### config.mk
export PLATFORM = sky130hd
export DESIGN_NAME = iosd_display
export DESIGN_NICKNAME = d
export VERILOG_FILES = /design/src/iosd_pkg.sv /design/src/iosd_hex_digits.sv /design/src/iosd_display.sv
export VERILOG_INCLUDE_DIRS = /design/src /design/src/src
export SDC_FILE = /design/constraint.sdc
export NUM_CORES = 1
export LEC_CHECK = 0
export BUFFER_PORTS_ARGS = -buffer_cell sky130_fd_sc_hd__buf_2
export CAP_MARGIN = 25
export CORE_MARGIN = 5
export CORE_UTILIZATION = 45
export CTS_CLUSTER_DIAMETER = 100
export DETAILED_ROUTE_END_ITERATION = 7
export PLACE_DENSITY_LB_ADDON = 0.3
export SETUP_SLACK_MARGIN = 0.15
export SYNTH_ARGS = -nofsm -noshare
export SYNTH_HDL_FRONTEND = slang
export SYNTH_SLANG_ARGS = --single-unit
### constraint.sdc
create_clock -name clock -period 3.1 [get_ports clock]
set_input_delay 0.31 -clock clock [delete_from_list [all_inputs] [get_ports clock]]
set_output_delay 0.31 -clock clock [all_outputs]
set_load 0.005 [all_outputs]
### src/iosd_params.svh
`ifndef IOSD_PARAMS_SVH
`define IOSD_PARAMS_SVH

// Register byte offsets
`define IOSD_CTRL_OFS      4'h0
`define IOSD_TERM_OFS      4'h4
`define IOSD_DISP_OFS      4'h8
`define IOSD_STAT_OFS      4'hC

// Control register fields
`define IOSD_CTRL_ITEM_LO  0
`define IOSD_CTRL_ITEM_HI  1
`define IOSD_CTRL_HEX      2
`define IOSD_CTRL_HEX_OUT  3
`define IOSD_CTRL_WIDTH    4
`define IOSD_CTRL_RESET    4'h0

// Terminal hex word bit positions
`define IOSD_IN_FWD_BIT    0
`define IOSD_IN_LINK_LO    13
`define IOSD_OUT_TR_BIT    0
`define IOSD_OUT_RELAY_BIT 8

// Segment codes: bit 0 is segment a up to bit 6 g, bit 7 dp
`define IOSD_SEG_A         8'h01
`define IOSD_SEG_DASH      8'h40
`define IOSD_SEG_BLANK     8'h00

`endif

### src/iosd_pkg.sv
package iosd_pkg;

	typedef enum logic [1:0] {
		IOSD_ITEM_RUN,
		IOSD_ITEM_TERM,
		IOSD_ITEM_LINK
	} iosd_item_t;

	typedef struct packed {
		logic [6:0]  sync1;
		logic [6:0]  sync2;
		logic [4:0]  term_in;
		logic [1:0]  term_out;
		logic [2:0]  link;
		logic [15:0] status;
		logic [3:0]  ctrl;
		logic [7:0]  led4;
		logic [7:0]  led3;
		logic [7:0]  led2;
		logic [7:0]  led1;
		logic        ack;
		logic [31:0] rdata;
	} iosd_state_t;

	// Lit segment is 1; b and d are lower case so they differ from 8 and 0
	function automatic logic [7:0] iosd_hex_glyph(input logic [3:0] nib);
		logic [7:0] g;
		g = 8'h00;
		case (nib)
			4'h0: g = 8'h3F;
			4'h1: g = 8'h06;
			4'h2: g = 8'h5B;
			4'h3: g = 8'h4F;
			4'h4: g = 8'h66;
			4'h5: g = 8'h6D;
			4'h6: g = 8'h7D;
			4'h7: g = 8'h07;
			4'h8: g = 8'h7F;
			4'h9: g = 8'h6F;
			4'hA: g = 8'h77;
			4'hB: g = 8'h7C;
			4'hC: g = 8'h39;
			4'hD: g = 8'h5E;
			4'hE: g = 8'h79;
			default: g = 8'h71;
		endcase
		return g;
	endfunction

endpackage

### src/iosd_hex_digits.sv
`timescale 1ns/1ps
`default_nettype none

module iosd_hex_digits (
	// Word to show
	input  wire logic [15:0] word,
	// Glyphs, leftmost digit first
	output logic      [31:0] glyphs
);
	import iosd_pkg::*;

	always_comb begin
		for (int i = 0; i < 4; i++) begin
			glyphs[i*8 +: 8] = iosd_hex_glyph(word[i*4 +: 4]);
		end
	end

endmodule

`default_nettype wire

### src/iosd_display.sv
// Summary of operation
// - Each nibble shown as hex glyph, MSD left
// - Segments a-e of right digit show inputs
// - Third digit segment a shows transistor output
// - Left digit segment a shows relay contact
// - No input active: dash on all digits
// - Second digit f, g, dp show link commands
// - Segment or hex view chosen by selection
// - Items for pin terminals and link terminals
// - Running-status word shown as four digits
// - Hex inputs: run bits 0-1, general 2-4
// - Hex outputs: transistor bit 0, relay 8
`timescale 1ns/1ps
`default_nettype none
`include "iosd_params.svh"

module iosd_display (
	// Clock and reset
	input  wire logic        clock,
	input  wire logic        nrst,
	// Terminal pins
	input  wire logic        forward_run_input,
	input  wire logic        reverse_run_input,
	input  wire logic        general_input_one,
	input  wire logic        general_input_two,
	input  wire logic        general_input_three,
	input  wire logic        transistor_output,
	input  wire logic        relay_contact_output,
	// Serial link commands and drive status
	input  wire logic        link_forward_command,
	input  wire logic        link_reverse_command,
	input  wire logic        link_reset_command,
	input  wire logic [15:0] run_status,
	// Avalon-MM slave
	input  wire logic [3:0]  avs_address,
	input  wire logic        avs_read,
	input  wire logic        avs_write,
	input  wire logic [31:0] avs_writedata,
	input  wire logic [3:0]  avs_byteenable,
	output logic      [31:0] avs_readdata,
	output logic             avs_waitrequest,
	// LED digits, led4 leftmost
	output logic      [7:0]  seg_led4,
	output logic      [7:0]  seg_led3,
	output logic      [7:0]  seg_led2,
	output logic      [7:0]  seg_led1
);
	import iosd_pkg::*;

	logic        rst_meta;
	logic        rst_sync;
	iosd_state_t st;
	iosd_state_t next_st;
	iosd_item_t  item;
	logic [15:0] in_word;
	logic [15:0] out_word;
	logic [15:0] hex_word;
	logic [31:0] hex_glyphs;
	logic [7:0]  sv4;
	logic [7:0]  sv3;
	logic [7:0]  sv2;
	logic [7:0]  sv1;
	logic        none_active;
	logic        req;

	// Reset release is synchronised so all state leaves reset on one edge
	always_ff @(posedge clock or negedge nrst) begin
		if (!nrst) begin
			rst_meta <= 1'b0;
			rst_sync <= 1'b0;
		end else begin
			rst_meta <= 1'b1;
			rst_sync <= rst_meta;
		end
	end

	assign item = iosd_item_t'(st.ctrl[`IOSD_CTRL_ITEM_HI:`IOSD_CTRL_ITEM_LO]);

	// Link bits only belong to the link item
	always_comb begin
		in_word = 16'h0000;
		in_word[`IOSD_IN_FWD_BIT +: 5] = st.term_in;
		if (item == IOSD_ITEM_LINK) begin
			in_word[`IOSD_IN_LINK_LO +: 3] = st.link;
		end
		out_word = 16'h0000;
		out_word[`IOSD_OUT_TR_BIT] = st.term_out[0];
		out_word[`IOSD_OUT_RELAY_BIT] = st.term_out[1];
	end

	always_comb begin
		case (item)
			IOSD_ITEM_RUN:  hex_word = st.status;
			default:        hex_word = st.ctrl[`IOSD_CTRL_HEX_OUT] ? out_word : in_word;
		endcase
	end

	iosd_hex_digits u_hex (
		.word   (hex_word),
		.glyphs (hex_glyphs)
	);

	// Segment view of the terminal items
	always_comb begin
		sv1 = {3'b000, st.term_in};
		sv2 = `IOSD_SEG_BLANK;
		if (item == IOSD_ITEM_LINK) begin
			sv2 = {st.link, 5'b00000};
		end
		sv3 = st.term_out[0] ? `IOSD_SEG_A : `IOSD_SEG_BLANK;
		sv4 = st.term_out[1] ? `IOSD_SEG_A : `IOSD_SEG_BLANK;
		none_active = (st.term_in == 5'h00) && ((item != IOSD_ITEM_LINK) || (st.link == 3'h0));
		if (none_active) begin
			sv1 = sv1 | `IOSD_SEG_DASH;
			sv2 = sv2 | `IOSD_SEG_DASH;
			sv3 = sv3 | `IOSD_SEG_DASH;
			sv4 = sv4 | `IOSD_SEG_DASH;
		end
	end

	assign req = avs_read | avs_write;
	// One wait cycle per access so read data can come from a flip-flop
	assign avs_waitrequest = req & ~st.ack;
	assign avs_readdata = st.rdata;
	assign seg_led4 = st.led4;
	assign seg_led3 = st.led3;
	assign seg_led2 = st.led2;
	assign seg_led1 = st.led1;

	always_comb begin
		next_st = st;
		// Pins pass two flip-flops before anything reads them
		next_st.sync1 = {relay_contact_output, transistor_output, general_input_three,
			general_input_two, general_input_one, reverse_run_input, forward_run_input};
		next_st.sync2 = st.sync1;
		next_st.term_in = st.sync2[4:0];
		next_st.term_out = st.sync2[6:5];
		next_st.link = {link_reset_command, link_reverse_command, link_forward_command};
		next_st.status = run_status;
		// Run status is always hex; terminal items follow the view bit
		if (item == IOSD_ITEM_RUN || (st.ctrl[`IOSD_CTRL_HEX] && item != IOSD_ITEM_RUN
			&& (item == IOSD_ITEM_TERM || item == IOSD_ITEM_LINK))) begin
			next_st.led4 = hex_glyphs[31:24];
			next_st.led3 = hex_glyphs[23:16];
			next_st.led2 = hex_glyphs[15:8];
			next_st.led1 = hex_glyphs[7:0];
		end else if (item == IOSD_ITEM_TERM || item == IOSD_ITEM_LINK) begin
			next_st.led4 = sv4;
			next_st.led3 = sv3;
			next_st.led2 = sv2;
			next_st.led1 = sv1;
		end else begin
			next_st.led4 = `IOSD_SEG_BLANK;
			next_st.led3 = `IOSD_SEG_BLANK;
			next_st.led2 = `IOSD_SEG_BLANK;
			next_st.led1 = `IOSD_SEG_BLANK;
		end
		next_st.ack = req & ~st.ack;
		if (req && !st.ack) begin
			case (avs_address)
				`IOSD_CTRL_OFS: next_st.rdata = {28'h0000000, st.ctrl};
				`IOSD_TERM_OFS: next_st.rdata = {out_word, in_word};
				`IOSD_DISP_OFS: next_st.rdata = {st.led4, st.led3, st.led2, st.led1};
				`IOSD_STAT_OFS: next_st.rdata = {16'h0000, st.status};
				default:        next_st.rdata = 32'h00000000;
			endcase
		end
		if (avs_write && st.ack && avs_address == `IOSD_CTRL_OFS && avs_byteenable[0]) begin
			next_st.ctrl = avs_writedata[`IOSD_CTRL_WIDTH-1:0];
		end
	end

	always_ff @(posedge clock or negedge rst_sync) begin
		if (!rst_sync) begin
			st <= '0;
			st.ctrl <= `IOSD_CTRL_RESET;
		end else begin
			st <= next_st;
		end
	end

	a_run_hex_order: assert property (@(posedge clock) disable iff (!rst_sync)
		(item == IOSD_ITEM_RUN) |=> (seg_led4 == iosd_hex_glyph($past(st.status[15:12])))
		&& (seg_led1 == iosd_hex_glyph($past(st.status[3:0]))))
		else $error("running status digits wrong");
	a_seg_fwd_lit: assert property (@(posedge clock) disable iff (!rst_sync)
		(item == IOSD_ITEM_TERM && !st.ctrl[`IOSD_CTRL_HEX] && st.term_in[0]) |=> seg_led1[0])
		else $error("forward segment dark");
	a_seg_x1_dark: assert property (@(posedge clock) disable iff (!rst_sync)
		(item == IOSD_ITEM_TERM && !st.ctrl[`IOSD_CTRL_HEX] && !st.term_in[2]) |=> !seg_led1[2])
		else $error("open input segment lit");
	a_seg_trans: assert property (@(posedge clock) disable iff (!rst_sync)
		(item == IOSD_ITEM_TERM && !st.ctrl[`IOSD_CTRL_HEX])
		|=> (seg_led3[0] == $past(st.term_out[0])))
		else $error("transistor segment wrong");
	a_seg_relay: assert property (@(posedge clock) disable iff (!rst_sync)
		(item == IOSD_ITEM_TERM && !st.ctrl[`IOSD_CTRL_HEX])
		|=> (seg_led4[0] == $past(st.term_out[1])))
		else $error("relay segment wrong");
	a_dash_row: assert property (@(posedge clock) disable iff (!rst_sync)
		(item == IOSD_ITEM_TERM && !st.ctrl[`IOSD_CTRL_HEX] && st.term_in == 5'h00)
		|=> (seg_led4[6] && seg_led3[6] && seg_led2[6] && seg_led1[6]))
		else $error("dash row missing");
	a_link_segs: assert property (@(posedge clock) disable iff (!rst_sync)
		(item == IOSD_ITEM_LINK && !st.ctrl[`IOSD_CTRL_HEX] && st.link == 3'h5)
		|=> (seg_led2[7:5] == 3'h5))
		else $error("link segments wrong");
	a_link_hidden: assert property (@(posedge clock) disable iff (!rst_sync)
		(item == IOSD_ITEM_TERM && !st.ctrl[`IOSD_CTRL_HEX]) |=> (seg_led2[7] == 1'b0))
		else $error("link shown on pin item");
	a_hex_inputs: assert property (@(posedge clock) disable iff (!rst_sync)
		(item == IOSD_ITEM_TERM && st.ctrl[`IOSD_CTRL_HEX] && !st.ctrl[`IOSD_CTRL_HEX_OUT]
		&& st.term_in == 5'h05) |=> (seg_led1 == 8'h6D && seg_led2 == 8'h3F))
		else $error("input hex word wrong");
	a_hex_outputs: assert property (@(posedge clock) disable iff (!rst_sync)
		(item == IOSD_ITEM_TERM && st.ctrl[`IOSD_CTRL_HEX] && st.ctrl[`IOSD_CTRL_HEX_OUT]
		&& st.term_out == 2'b11) |=> (seg_led1 == 8'h06 && seg_led3 == 8'h06))
		else $error("output hex word wrong");
	a_pin_sample: assert property (@(posedge clock) disable iff (!rst_sync)
		1'b1 |=> (st.term_in == $past(st.sync2[4:0])))
		else $error("terminal sample lost");

endmodule

`default_nettype wire

# Word level (Yosys, flattened, before mapping)
# Memory sizes are Yosys's and may differ from the RTL's.
# Cells that the tools add are included.
# totals
reg_bits	111
mem_bits_ro	448
inputBits	70
out_inout_bits	65
elab_cells	57
memories	4
# classes
n_eq_ne	6
muxes	13
bitwise	3
reduce_logical	16
# memory_table
name	depth	word_bits	read_ports	rd_ports_with_merged_regs	write_ports	line_no	rtl
(no name shown)	16	7	1	0	0	iosd_pkg.sv:29	case (nib)
(no name shown)	16	7	1	0	0	iosd_pkg.sv:29	
(no name shown)	16	7	1	0	0	iosd_pkg.sv:29	
(no name shown)	16	7	1	0	0	iosd_pkg.sv:29	
# ops
op	count
32-bit case mux with 4 select lines	1
16-bit two-way mux	2
32-bit two-way mux	1
31-bit two-way mux	1
7-bit two-way mux	4
4-bit equality test, second input constant	2
8-bit two-way mux	1
1-bit logical AND	7
5-bit zero test	1
4-bit by 3-bit equality test with 1-bit output, second input constant	1
4-bit zero test	1
3-bit zero test	1
1-bit logical OR	3
3-bit two-way mux	1
2-bit by 1-bit equality test with 1-bit output, second input constant	1
2-bit equality test, second input constant	1
2-bit zero test	1
1-bit two-way mux	2
2-bit != test, second input constant	1
2-bit nonzero test	1
1-bit AND	1
1-bit zero test	1
1-bit inverter	1
1-bit OR	1

# Logic depth before layout (Yosys ltp)
# Gate-level depths: netlist (run 1).
# depth
ltp_word	6
depth_mapped	12
depth_no_buf	10

# Cells and area by module
# A second synthesis (run 1) with hierarchy kept.
# unflattened
cells_unflattened	538
hier_area_um2	5698.0
# modules_own_cells
mod	n_inst	cells_each	area_per_inst_um2	seq_area_each_um2
iosd_display	1	399	4663.2	2777.7
iosd_hex_digits	1	139	1034.7	0.0

# Worst setup path before layout (run 1)
# OpenSTA, ideal clock, no wires.
# synth_path
path_type	flip-flop to flip-flop
start	reg st (netlist bit item[0])
end	reg st (netlist bit seg_led1[3])
setup_time_ps	83
t_arrival_ps	2355
required_time_ps	3017
path_slack_ps	662
path_stages_with_launch	11
path_buffers	2
period_less_slack_ps	2438
cell_sequence	dfrtp_1 -> inv_1 -> ha_1 -> clkbuf_8 -> clkbuf_8 -> nor2_1 -> a22oi_1 -> inv_1 -> ha_1 -> mux4_2 -> o21ai_0
# synth_rtl
item	line_no	rtl
start, declared	iosd_display.sv:52	iosd_state_t st;
start signal, assigned	iosd_display.sv:178	st <= next_st;

==> results.md, run 1 <==
- CTS tree: done
- Slew Viols, Final: 0
- Startpoint Class: flop
- Final nets: around 650
- Core area: between 10000 and 15000 um2
- Max cap viols: 0
- Crit-path slowest cell: or3b_2
- Worst path max stage delay: approximately 0.48 ns
- Num CTS Buffers: 9
- Io pins: 135
- Starting Density: roughly 46%
- DR vias: 3873
- Area delta synth->final: 9.66%
- # clock sinks: 106
- Die height: 120 um
- Power Dens Cells: 626 nW/um2
- Crit path buf inv count: 3
- Worst Max-Slew Pin Slew: about 0.80 ns
- Placed instance count: 689
- Hold Fails Final Rpt: 0
- CTS H-tree depth: 3
- Synth warnings: 0
- Via-to-Cell Ratio: 5.49
- Synth cell types: 68
- Worst vdd ir: 0.551 mV
- # diodes: 0
- Worst-Skew Late Latency: 0.35 ns
- DRC violations left: 0
- Layout cells sized above 1: 27.2%
- Die area: 14400 um2
- CTS resizes: 0
- Status: finished, final reports clean
- Arr. time, crit path: 2.87 ns
- Worst Hold Class: input port to flop
- Setup violations, final: 0
- Buffers on Ports: 98
- Post-route insts no fill: slightly above 700
- WL final: 12.6 mm
- Crit. End Element: flop
- GPL Wtd Cong: 0.844
- Vias in the first global route: 3765
- Ys async rst share: 100%
- Achievable frequency: approximately 0.38 GHz
- DR iter-0 viols: about 290
- EDFF count, synth: 0
- Crit Path Category: flop to flop
- Area of the mapped netlist: 5450 um2
- Antenna violations before repair: 0
- WP data required: 3.33 ns
- Crit path cell chain: inv_1 > ha_1 > buf_4 > or3b_2 > nand2_1 > inv_1 > ha_1 > nor2_1 > a31oi_1 > o221ai_1 > o21ai_0
- CP top delay family: simple AND/OR/NAND/NOR gates
- Synth top area share: 48.7%
- Final period util: 85.1%
- Fin crit period: 2.64 ns
- Global-route wire length before repair: around 20 mm
- Detail Route Antenna Nets: 0
- Mean Syn Cell Area: 10.5 um2
- Die width: 120 um
- Largest net degree at the start of global routing: about 110
- DRT Pass-1 Iters: 5
- Largest area contributor in the netlist: dfrtp_1
- Area contributors post-synth: dfrtp_1, buf_4, ha_1
- Synthesized flop and latch total: 106
- Seq/Total Area, Yosys: 48.7%
- GR Util All Layers: 18.0%
- Hpwl dp: 9.07 mm
- CTS clk-pin slew, worst paths: 0.07 ns
- Clk root buf: clkbuf_16
- # rows: 40
- Cells after Synth: 520
- Clock Skew: 0.00649 ns
- RSZ-0062 raised after global routing: no
- LEAKAGE: 3.01 nW
- Remaining Overflow, GRT: 0
- Post-synth top flop: dfrtp_1
- Clock tree buffer depth: 2
- Post-DR wirelength/cell: around 18 um
- Max Fanout on Critical Path: 9
- Setup TNS: 0 ns
- Relative slew slack: 46.6%
-- power by group --
group	switching [mW]	internal (mW)
registers	0.112	1.52
clock network	0.484	0.830
logic	0.455	0.342
-- final cells by class --
type                            count  area, um2
Sequential cell                   106       2660
Inverter                           19       71.3
Fill cell                        1104       5980
Clock buffer                       11        253
Clock inverter                      4       98.8
Tap cell                          147        184
Multi-Input combinational cell    310       2130
Timing Repair Buffer              108        581
-- metal layers --
| layer | part of all wire [%] | vias up | global-route usage, % |
|---|---|---|---|
| met3 | 6.7 | 8 | 5.04 |
| li1 | - | 1827 | - |
| met2 | 46 | 137 | 27.0 |
| met1 | 47 | 1901 | 25.9 |
| met4 | 0.95 | 0 | 4.22 |
| met5 | 0 | - | 0 |
-- kinds of logic after synthesis --
family	after synthesis	share of synthesized area, %
AND/OR/NAND/NOR	148	13.7
XOR/XNOR	1	0.161
adder cells (fa/ha/maj)	24	5.51
multiplexers	16	4.29
other	2	0.138
AO/OA/AOI/OAI	115	15.0
flip-flops	106	48.7
buffers and inverters	108	12.6
-- worst register-to-register path: cells and delay by family (launching register included) --
kind                     cells  cell delay [ns]
AO/OA/AOI/OAI                3             0.36
adder cells (fa/ha/maj)      2             0.56
buffers and inverters        3             0.44
flip-flops                   1             0.39
AND/OR/NAND/NOR              3             0.77
-- cell usage in the layout (no fill, tap or decap), types with 11 or more instances in the layout --
cell type  synthesis  final
dfrtp_1          106    105
nand3_1           25     25
nand2_1           68     68
a21oi_1           18     18
nor2_1            16     16
ha_1              24     24
buf_2              2     98
o21ai_0           32     32
inv_1             19     19
a22oi_1           11     11
-- registers in the layout (all words and copies together), names as in the netlist --
signal        flops
seg_led1          7
out_word          2
rst_sync          1
avs_readdata     30
in_word           5
seg_led2          8
next_st          14
item              2
seg_led4          7
seg_led3          7
rst_meta          1
st               22
-- stage by stage --
step	utilization (%)	worst slack, ns	total power [mW]	hold slack (ns)	area, um2
CTS	50.0	0.472	3.78	0.0527	5980
global route	50.0	0.245	3.94	0.0440	5980
floorplan	-	0.662	2.28	0.0144	5470
global placement	47.0	0.566	2.44	0.0949	5620
finish	50.0	0.461	3.75	0.0630	5980
detailed placement	47.0	0.484	2.46	0.0989	5620
-- worst paths after layout --
kind	startpoint	end	slack, ns	cells past startpoint
max in group asynchronous	rst_sync	avs_readdata[25]	2.27	1
worst min register to register	rst_sync	avs_readdata[26]	0.34	1
min in group asynchronous	nrst	rst_sync	0.27	2
worst max-delay path	item[1]	seg_led2[5]	0.46	11
worst max register to register	item[1]	seg_led2[5]	0.46	11
worst min-delay path	run_status[4]	st[73]	0.06	1
-- Yosys cell counts (all sizes together), types with 11 or more instances --
master / count
a21oi: 19
o21ai: 32
clkbuf: 20
nand3: 25
nand2: 69
ha: 24
dfrtp: 106
nor2: 16
buf: 69
inv: 19
a22oi: 11
-- repair_timing --
action                     in CTS  in global routing
setup endpoints to repair       0                  0
hold buffers                    1                  0
setup buffers                   0                  0
hold endpoints to repair        2                  0
Note: power is estimated with default switching activity, not from simulation.
==> run 2, diff against run 1 <==
--- a/config.mk
+++ b/config.mk
@@ -6,6 +6,7 @@
 export SDC_FILE = /design/constraint.sdc
 export NUM_CORES = 1
 export LEC_CHECK = 0
+export ABC_AREA = 1
 export BUFFER_PORTS_ARGS = -buffer_cell sky130_fd_sc_hd__buf_2
 export CAP_MARGIN = 25
 export CORE_MARGIN = 5
==> run 2 against run 1 <==
  * Cell count is 14% higher
  * Highest routed layer unchanged
  * Maximum frequency is 3.1% higher
  * Count of clock-buffer cells in the layout shrank 2
  * Synthesized cell count up 17%
  * Non-clock buffer count fell by 2
  * Area after synthesis shrank 2.1%
  * Power grew 0.80%
  * Clock power fell by 18%
  * Die area shrank 1.9%
  * Combinational power up 22%
  * Utilization rose by 0.71 points
==> results.md, run 2 <==
- Synth cell types: 35 (-49%)
- Vias in the first global route: 3862 (+2.6%)
- Buffers on Ports: 98 (unchanged)
- Layout cells sized above 1: 22.0% (-5.2 points)
- Setup violations, final: 0 (unchanged)
- Crit path cell chain: inv_1 > ha_1 > inv_2 > nand2_4 > o21ai_1 > inv_1 > ha_1 > inv_1 > o21ai_0 > nand2_1 > nand2_1 > nand2_1
- Global-route wire length before repair: 20.0 mm (-2.1%)
- Largest area contributor in the netlist: dfrtp_1
- CTS clk-pin slew, worst paths: 0.08 ns (about the same)
- Ys async rst share: 100% (unchanged)
- Worst path max stage delay: 0.41 ns (-0.07 ns)
- CTS tree: done
- Area taken by multi-input logic gates: 1970 um2 (-7.6%)
- Fin crit period: 2.56 ns (-0.0788 ns)
- Area of the mapped netlist: 5340 um2 (-2.1%)
- Worst setup path end: seg_led1[1]
- Area contributors post-synth: dfrtp_1, nand2_1, buf_4
- Clock tree buffer depth: 2 (unchanged)
- Crit path buf inv count: 4 (+1)
- Reg area: 2660 um2 (unchanged)
- Die height: 119 um (-0.95%)
- Total chip power: 3.78 mW (+0.80%)
- Post-synth top cells: nand2_1, dfrtp_1, buf_4, nand3_1, inv_1
- Most common cell in the netlist: nand2_1
- Crit-path slowest cell: ha_1
- DR vias: 3975 (+2.6%)
- R2r setup slk: 0.54 ns (+0.08 ns)
- Commonest cells after routing, fill and taps aside: nand2_1, dfrtp_1, buf_2
- R2r worst-path depth: 12 (+1)
- Arr. time, crit path: 2.80 ns (-0.07 ns)
- Largest net degree at the start of global routing: 86 (-18%)
- Hold Fails Final Rpt: 0 (unchanged)
- Largest register FFs: 30 (unchanged)
- Core area: 11500 um2 (-3.7%)
- Max cap viols: 0 (unchanged)
- CP Launch Point: item[1]
- Antenna violations before repair: 0 (unchanged)
- Setup TNS: 0 ns (unchanged)
- Worst-Skew Late Latency: 0.35 ns (about the same)
- Achievable frequency: 0.391 GHz (+3.1%)
- # rows: 39 (-2.5%)
- RSZ-0062 raised after global routing: no
- Post-route insts no fill: 801 (+14%)
- Area delta synth->final: 9.33%
- Starting Density: 46.4% (+0.78 points)
- Max Fanout on Critical Path: 11 (+2)
- Worst Max-Slew Pin Slew: 0.885 ns (+0.0840 ns)
- EDFF count, synth: 0 (unchanged)
- Design area: 5840 um2 (-2.4%)
- WP data required: 3.34 ns (about the same)
- Slew Viols, Final: 0 (unchanged)
- Hpwl dp: 9.25 mm (+2.0%)
- Die area: 14100 um2 (-1.9%)
- Final nets: 747 (+15%)
- RR Startpoint: item[1]
- FF-to-FF End: seg_led1[1]
- Crit Path Category: flop to flop
- Synth warnings: 0 (unchanged)
- Most common cell after layout, fill and taps aside: nand2_1
- Synth top area share: 49.7% (+1.0 points)
- DRT Pass-1 Iters: 5 (unchanged)
- Placed Area: 5530 um2 (-1.6%)
- Num CTS Buffers: 9 (unchanged)
- Post-synth top flop: dfrtp_1
- Via-to-Cell Ratio: 4.96 (-9.7%)
- CP top delay family: adder cells
- Worst vdd ir: 0.277 mV (-50%)
- Synthesized flop and latch total: 106 (unchanged)
- WL final: 12.5 mm (-0.75%)
- # clock sinks: 106 (unchanged)
- Clock Skew: 0.00887 ns (+0.00238 ns)
- Post-DR wirelength/cell: 15.6 um (-13%)
- DRC violations left: 0 (unchanged)
- Hold WS: 0.0629 ns (-0.000137 ns)
- Io pins: 135 (unchanged)
- LEAKAGE: 3.22 nW (+7.1%)
- Status: finished, final reports clean
- Remaining Overflow, GRT: 0 (unchanged)
- Seq/Total Area, Yosys: 49.7% (+1.0 points)
- Final period util: 82.6% (-2.5 points)
- Fillcell total: 1120 (+1.4%)
- CTS H-tree depth: 3 (unchanged)
- Relative slew slack: 40.9% (-5.7 points)
- Crit. End Element: flop
- Cells after Synth: 609 (+17%)
- Detail Route Antenna Nets: 0 (unchanged)
- Critical path depth: 12 (+1)
- GR Util All Layers: 17.8% (-0.23 points)
- Worst Hold Class: input port to flop
- DR iter-0 viols: 273 (-5.2%)
- Startpoint Class: flop
- Mean Syn Cell Area: 8.77 um2 (-16%)
- Hold path cells: 1 (unchanged)
- # diodes: 0 (unchanged)
- Die width: 119 um (-0.95%)
- Placed instance count: 783 (+14%)
- GPL Wtd Cong: 0.901 (+6.8%)
- Clk root buf: clkbuf_16
- Power Dens Cells: 647 nW/um2 (+3.2%)
## run 2: area by class of cell
class	instances	area share (%)
Clock buffer	9	3.86
Timing Repair Buffer	106	9.69
Tap cell	143	3.07
Inverter	49	3.19
Sequential cell	106	45.5
Clock inverter	7	0.900
Multi-Input combinational cell	381	33.8
## run 2: power breakdown
part           switching, mW  internal [mW]
registers              0.138           1.59
clock network          0.522          0.550
logic                  0.615          0.355
## run 2: worst min path at each step
stage,end,slack [ns],startpoint
2_1_floorplan,rst_meta,0.01,nrst
3_3_place_gp,rst_meta,0.1,nrst
3_5_place_dp,rst_meta,0.1,nrst
4_1_cts,st[72],0.05,run_status[3]
5_1_grt,st[70],0.05,run_status[1]
6_report,st[70],0.06,run_status[1]
## run 2: kinds of logic after synthesis
group	after synthesis	share of synthesized area (%)
AND/OR/NAND/NOR	282	22.4
buffers and inverters	126	13.8
flip-flops	106	49.7
AO/OA/AOI/OAI	69	8.34
adder cells (fa/ha/maj)	24	5.62
other	2	0.141
## run 2: layer usage
| layer | share of wire (%) | wire, um | global-route usage [%] | vias up |
|---|---|---|---|---|
| met3 | 7.3 | 907 | 4.55 | 8 |
| met2 | 46 | 5740 | 27.2 | 152 |
| met4 | 1.1 | 133 | 4.78 | 0 |
| li1 | - | - | - | 1957 |
| met1 | 46 | 5710 | 25.2 | 1858 |
| met5 | 0 | 0 | 0 | - |
## run 2: repair_timing
| item | in CTS | in global routing |
|---|---|---|
| resized for setup | 0 | 0 |
| endpoints found under the setup margin | 0 | 0 |
| hold endpoints to repair | 2 | 0 |
| setup buffers | 0 | 0 |
| hold buffers | 1 | 0 |
## run 2: metrics by stage
| step | util (%) | worst slack (ns) |
|---|---|---|
| 6_report | 50.7 | 0.540 |
| 5_1_grt | 50.7 | 0.360 |
| 4_1_cts | 50.5 | 0.557 |
| 3_5_place_dp | 48.0 | 0.566 |
| 3_3_place_gp | 48.0 | 0.538 |
| 2_1_floorplan | - | 1.18 |
==> run 3, diff against run 2 <==
--- a/config.mk
+++ b/config.mk
@@ -6,7 +6,7 @@
 export SDC_FILE = /design/constraint.sdc
 export NUM_CORES = 1
 export LEC_CHECK = 0
-export ABC_AREA = 1
+export ABC_AREA = 0
 export BUFFER_PORTS_ARGS = -buffer_cell sky130_fd_sc_hd__buf_2
 export CAP_MARGIN = 25
 export CORE_MARGIN = 5
==> constraint.sdc (replaced) <==
create_clock -name clock -period 2.7 [get_ports clock]
set_input_delay 0.27 -clock clock [delete_from_list [all_inputs] [get_ports clock]]
set_output_delay 0.27 -clock clock [all_outputs]
set_load 0.005 [all_outputs]
==> run 3 against run 2 <==
  * Sequential share of layout area is 1.0 points lower
  * Utilization is 0.76 points lower
  * Count of clock-buffer cells in the layout is 1 higher
  * Flip-flop and latch count stayed put
  * Die area is 1.9% higher
  * Critical endpoint is now seg_led2[5]
==> results.md, run 3 (synthesis results as in run 1) <==
- Status: finished, final reports clean
- FF-to-FF End: seg_led2[5]
- Hpwl dp: 9.33 mm (+0.89%)
- Worst-Skew Late Latency: 0.34 ns (about the same)
- GR Util met3: 4.71% (+0.16 points)
- # rows: 40 (+2.6%)
- Most common cell after layout, fill and taps aside: dfrtp_1
- Worst vdd ir: 0.449 mV (+62%)
- Largest register FFs: 30 (unchanged)
- Global routing's busiest layer: met2
- WL final: 12.5 mm (+0.41%)
- Die width: 120 um (+0.96%)
- Hold endpoint: st[83]
- Final nets: 657 (-12%)
- GRT met2 Usage: 26.3% (-0.97 points)
- Starting Density: 45.6% (-0.78 points)
- Fillcell total: 1100 (-1.8%)
- Global-route wire length before repair: 20.4 mm (+2.2%)
- Clk root buf: clkbuf_16
- Clock tree buffer depth: 2 (unchanged)
- Commonest cells after routing, fill and taps aside: dfrtp_1, buf_2, nand2_1
- Area delta synth->final: 9.55%
- Die height: 120 um (+0.96%)
- Crit-path slowest cell: or3b_2
- # clock sinks: 106 (unchanged)
- # diodes: 0 (unchanged)
- DP Worst Slack: 0.227 ns (-0.339 ns)
- Crit Path Category: flop to flop
- Crit path cell chain: inv_1 > ha_2 > or3b_2 > nand2_1 > inv_1 > ha_1 > nor2_1 > a31oi_1 > o221ai_1 > o21ai_0
- CTS tree: done
- Startpoint Class: flop
- Remaining Overflow, GRT: 0 (unchanged)
- DRC violations left: 0 (unchanged)
- DR iter-0 viols: 207 (-24%)
- RR Startpoint: item[1]
- Placed instance count: 698 (-11%)
- Critical path's most frequent cell: inv_1
- Worst path max stage delay: 0.50 ns (+0.09 ns)
- R2r worst-path depth: 10 (-2)
- Via-to-Cell Ratio: 5.37 (+8.3%)
- CTS clk-pin slew, worst paths: 0.07 ns (about the same)
- Hold Fails Final Rpt: 0 (unchanged)
- GR Util All Layers: 18.0% (+0.22 points)
- Die area: 14400 um2 (+1.9%)
- DR vias: 3842 (-3.3%)
- Vias in the first global route: 3760 (-2.6%)
- Buffers on Ports: 98 (unchanged)
- Fin crit period: 2.40 ns (-0.159 ns)
- Post-DR wirelength/cell: 17.5 um (+12%)
- DRT Pass-1 Iters: 5 (unchanged)
- R2r setup slk: 0.30 ns (-0.24 ns)
- Crit. End Element: flop
- Setup violations, final: 0 (unchanged)
- Arr. time, crit path: 2.62 ns (-0.18 ns)
- Power Dens Cells: 673 nW/um2 (+4.1%)
- Antenna violations before repair: 0 (unchanged)
- Slew Viols, Final: 0 (unchanged)
- Final period util: 88.9% (+6.3 points)
- CTS H-tree depth: 3 (unchanged)
- Core area: 12000 um2 (+3.9%)
- Max Fanout on Critical Path: 15 (+4)
- Detail Route Antenna Nets: 0 (unchanged)
- Met1 Use GR: 26.2% (+1.0 points)
- Achievable frequency: 0.417 GHz (+6.6%)
- Worst Max-Slew Pin Slew: 0.725 ns (-0.161 ns)
- Worst Hold Class: input port to flop
- Core Util, Final: 49.9% (-0.76 points)
- Postcts setup bufs: 0 (unchanged)
- Layout cells sized above 1: 28.9% (+6.8 points)
- WP data required: 2.92 ns (-0.42 ns)
- LEAKAGE: 3.01 nW (-6.6%)
- Largest net degree at the start of global routing: 46 (-47%)
- Hold path cells: 1 (unchanged)
- Max cap viols: 0 (unchanged)
- GPL Wtd Cong: 0.837 (-7.0%)
- Clock Skew: 0.00514 ns (-0.00372 ns)
- Io pins: 135 (unchanged)
- Relative slew slack: 51.7% (+11 points)
- Worst Slack Setup Final: 0.299 ns (-0.241 ns)
- Setup TNS: 0 ns (unchanged)
- RSZ-0062 raised after global routing: no
- Num CTS Buffers: 9 (unchanged)
- Hold Crit Start: run_status[14]
- CP Launch Point: item[1]
- Post-route insts no fill: 715 (-11%)
-- run 3: per-stage QoR --
step / hold slack (ns) / power (mW) / instance area (um2)
finish: 0.0256 / 4.02 / 5970
global route: 0.00306 / 4.25 / 5970
CTS: 0.0118 / 4.06 / 5970
detailed placement: 0.0585 / 2.84 / 5680
global placement: 0.0552 / 2.84 / 5680
floorplan: -0.0256 / 2.62 / 5470
-- run 3: layout make-up --
| type | instances | area (um2) | area share, % |
|---|---|---|---|
| repair buffers | 117 | 648 | 10.9 |
| clock inverters | 6 | 42.5 | 0.712 |
| well taps | 147 | 184 | 3.08 |
| flip-flops and latches | 106 | 2660 | 44.5 |
| clock buffers | 10 | 229 | 3.83 |
| inverters | 19 | 71.3 | 1.19 |
| multi-input cells | 310 | 2140 | 35.8 |
-- run 3: worst max-delay path by stage --
stage / to / slack (ns)
global route: seg_led2[5] / 0.14
global placement: seg_led4[3] / 0.23
detailed placement: seg_led2[5] / 0.23
finish: seg_led2[5] / 0.30
floorplan: seg_led1[3] / 0.26
CTS: seg_led2[5] / 0.20
-- run 3: worst max-delay path, delay by kind of cell, from the launching register on --
kind | cells | cell delay [ns]
compound gates | 3 | 0.38
fa+ha+maj | 2 | 0.53
buf+inv | 2 | 0.22
flops | 1 | 0.37
simple gates | 3 | 0.75
-- run 3: repair_timing --
item | CTS | global route
hold buffers | 1 | 0
hold endpoints to repair | 2 | 0
setup endpoints to repair | 0 | 7
gates resized for setup | 0 | 3
-- run 3: per-layer routing --
| layer | vias to the layer above | wire length (um) |
|---|---|---|
| met5 | - | 0 |
| met4 | 0 | 216 |
| li1 | 1845 | - |
| met3 | 18 | 991 |
| met1 | 1839 | 5720 |
| met2 | 140 | 5620 |
-- run 3: where the power goes --
group          switching, mW  total [mW]  internal (mW)
sequential             0.127        1.87           1.75
clock                  0.575        1.20          0.627
combinational          0.524       0.944          0.420
total                   1.23        4.02           2.79
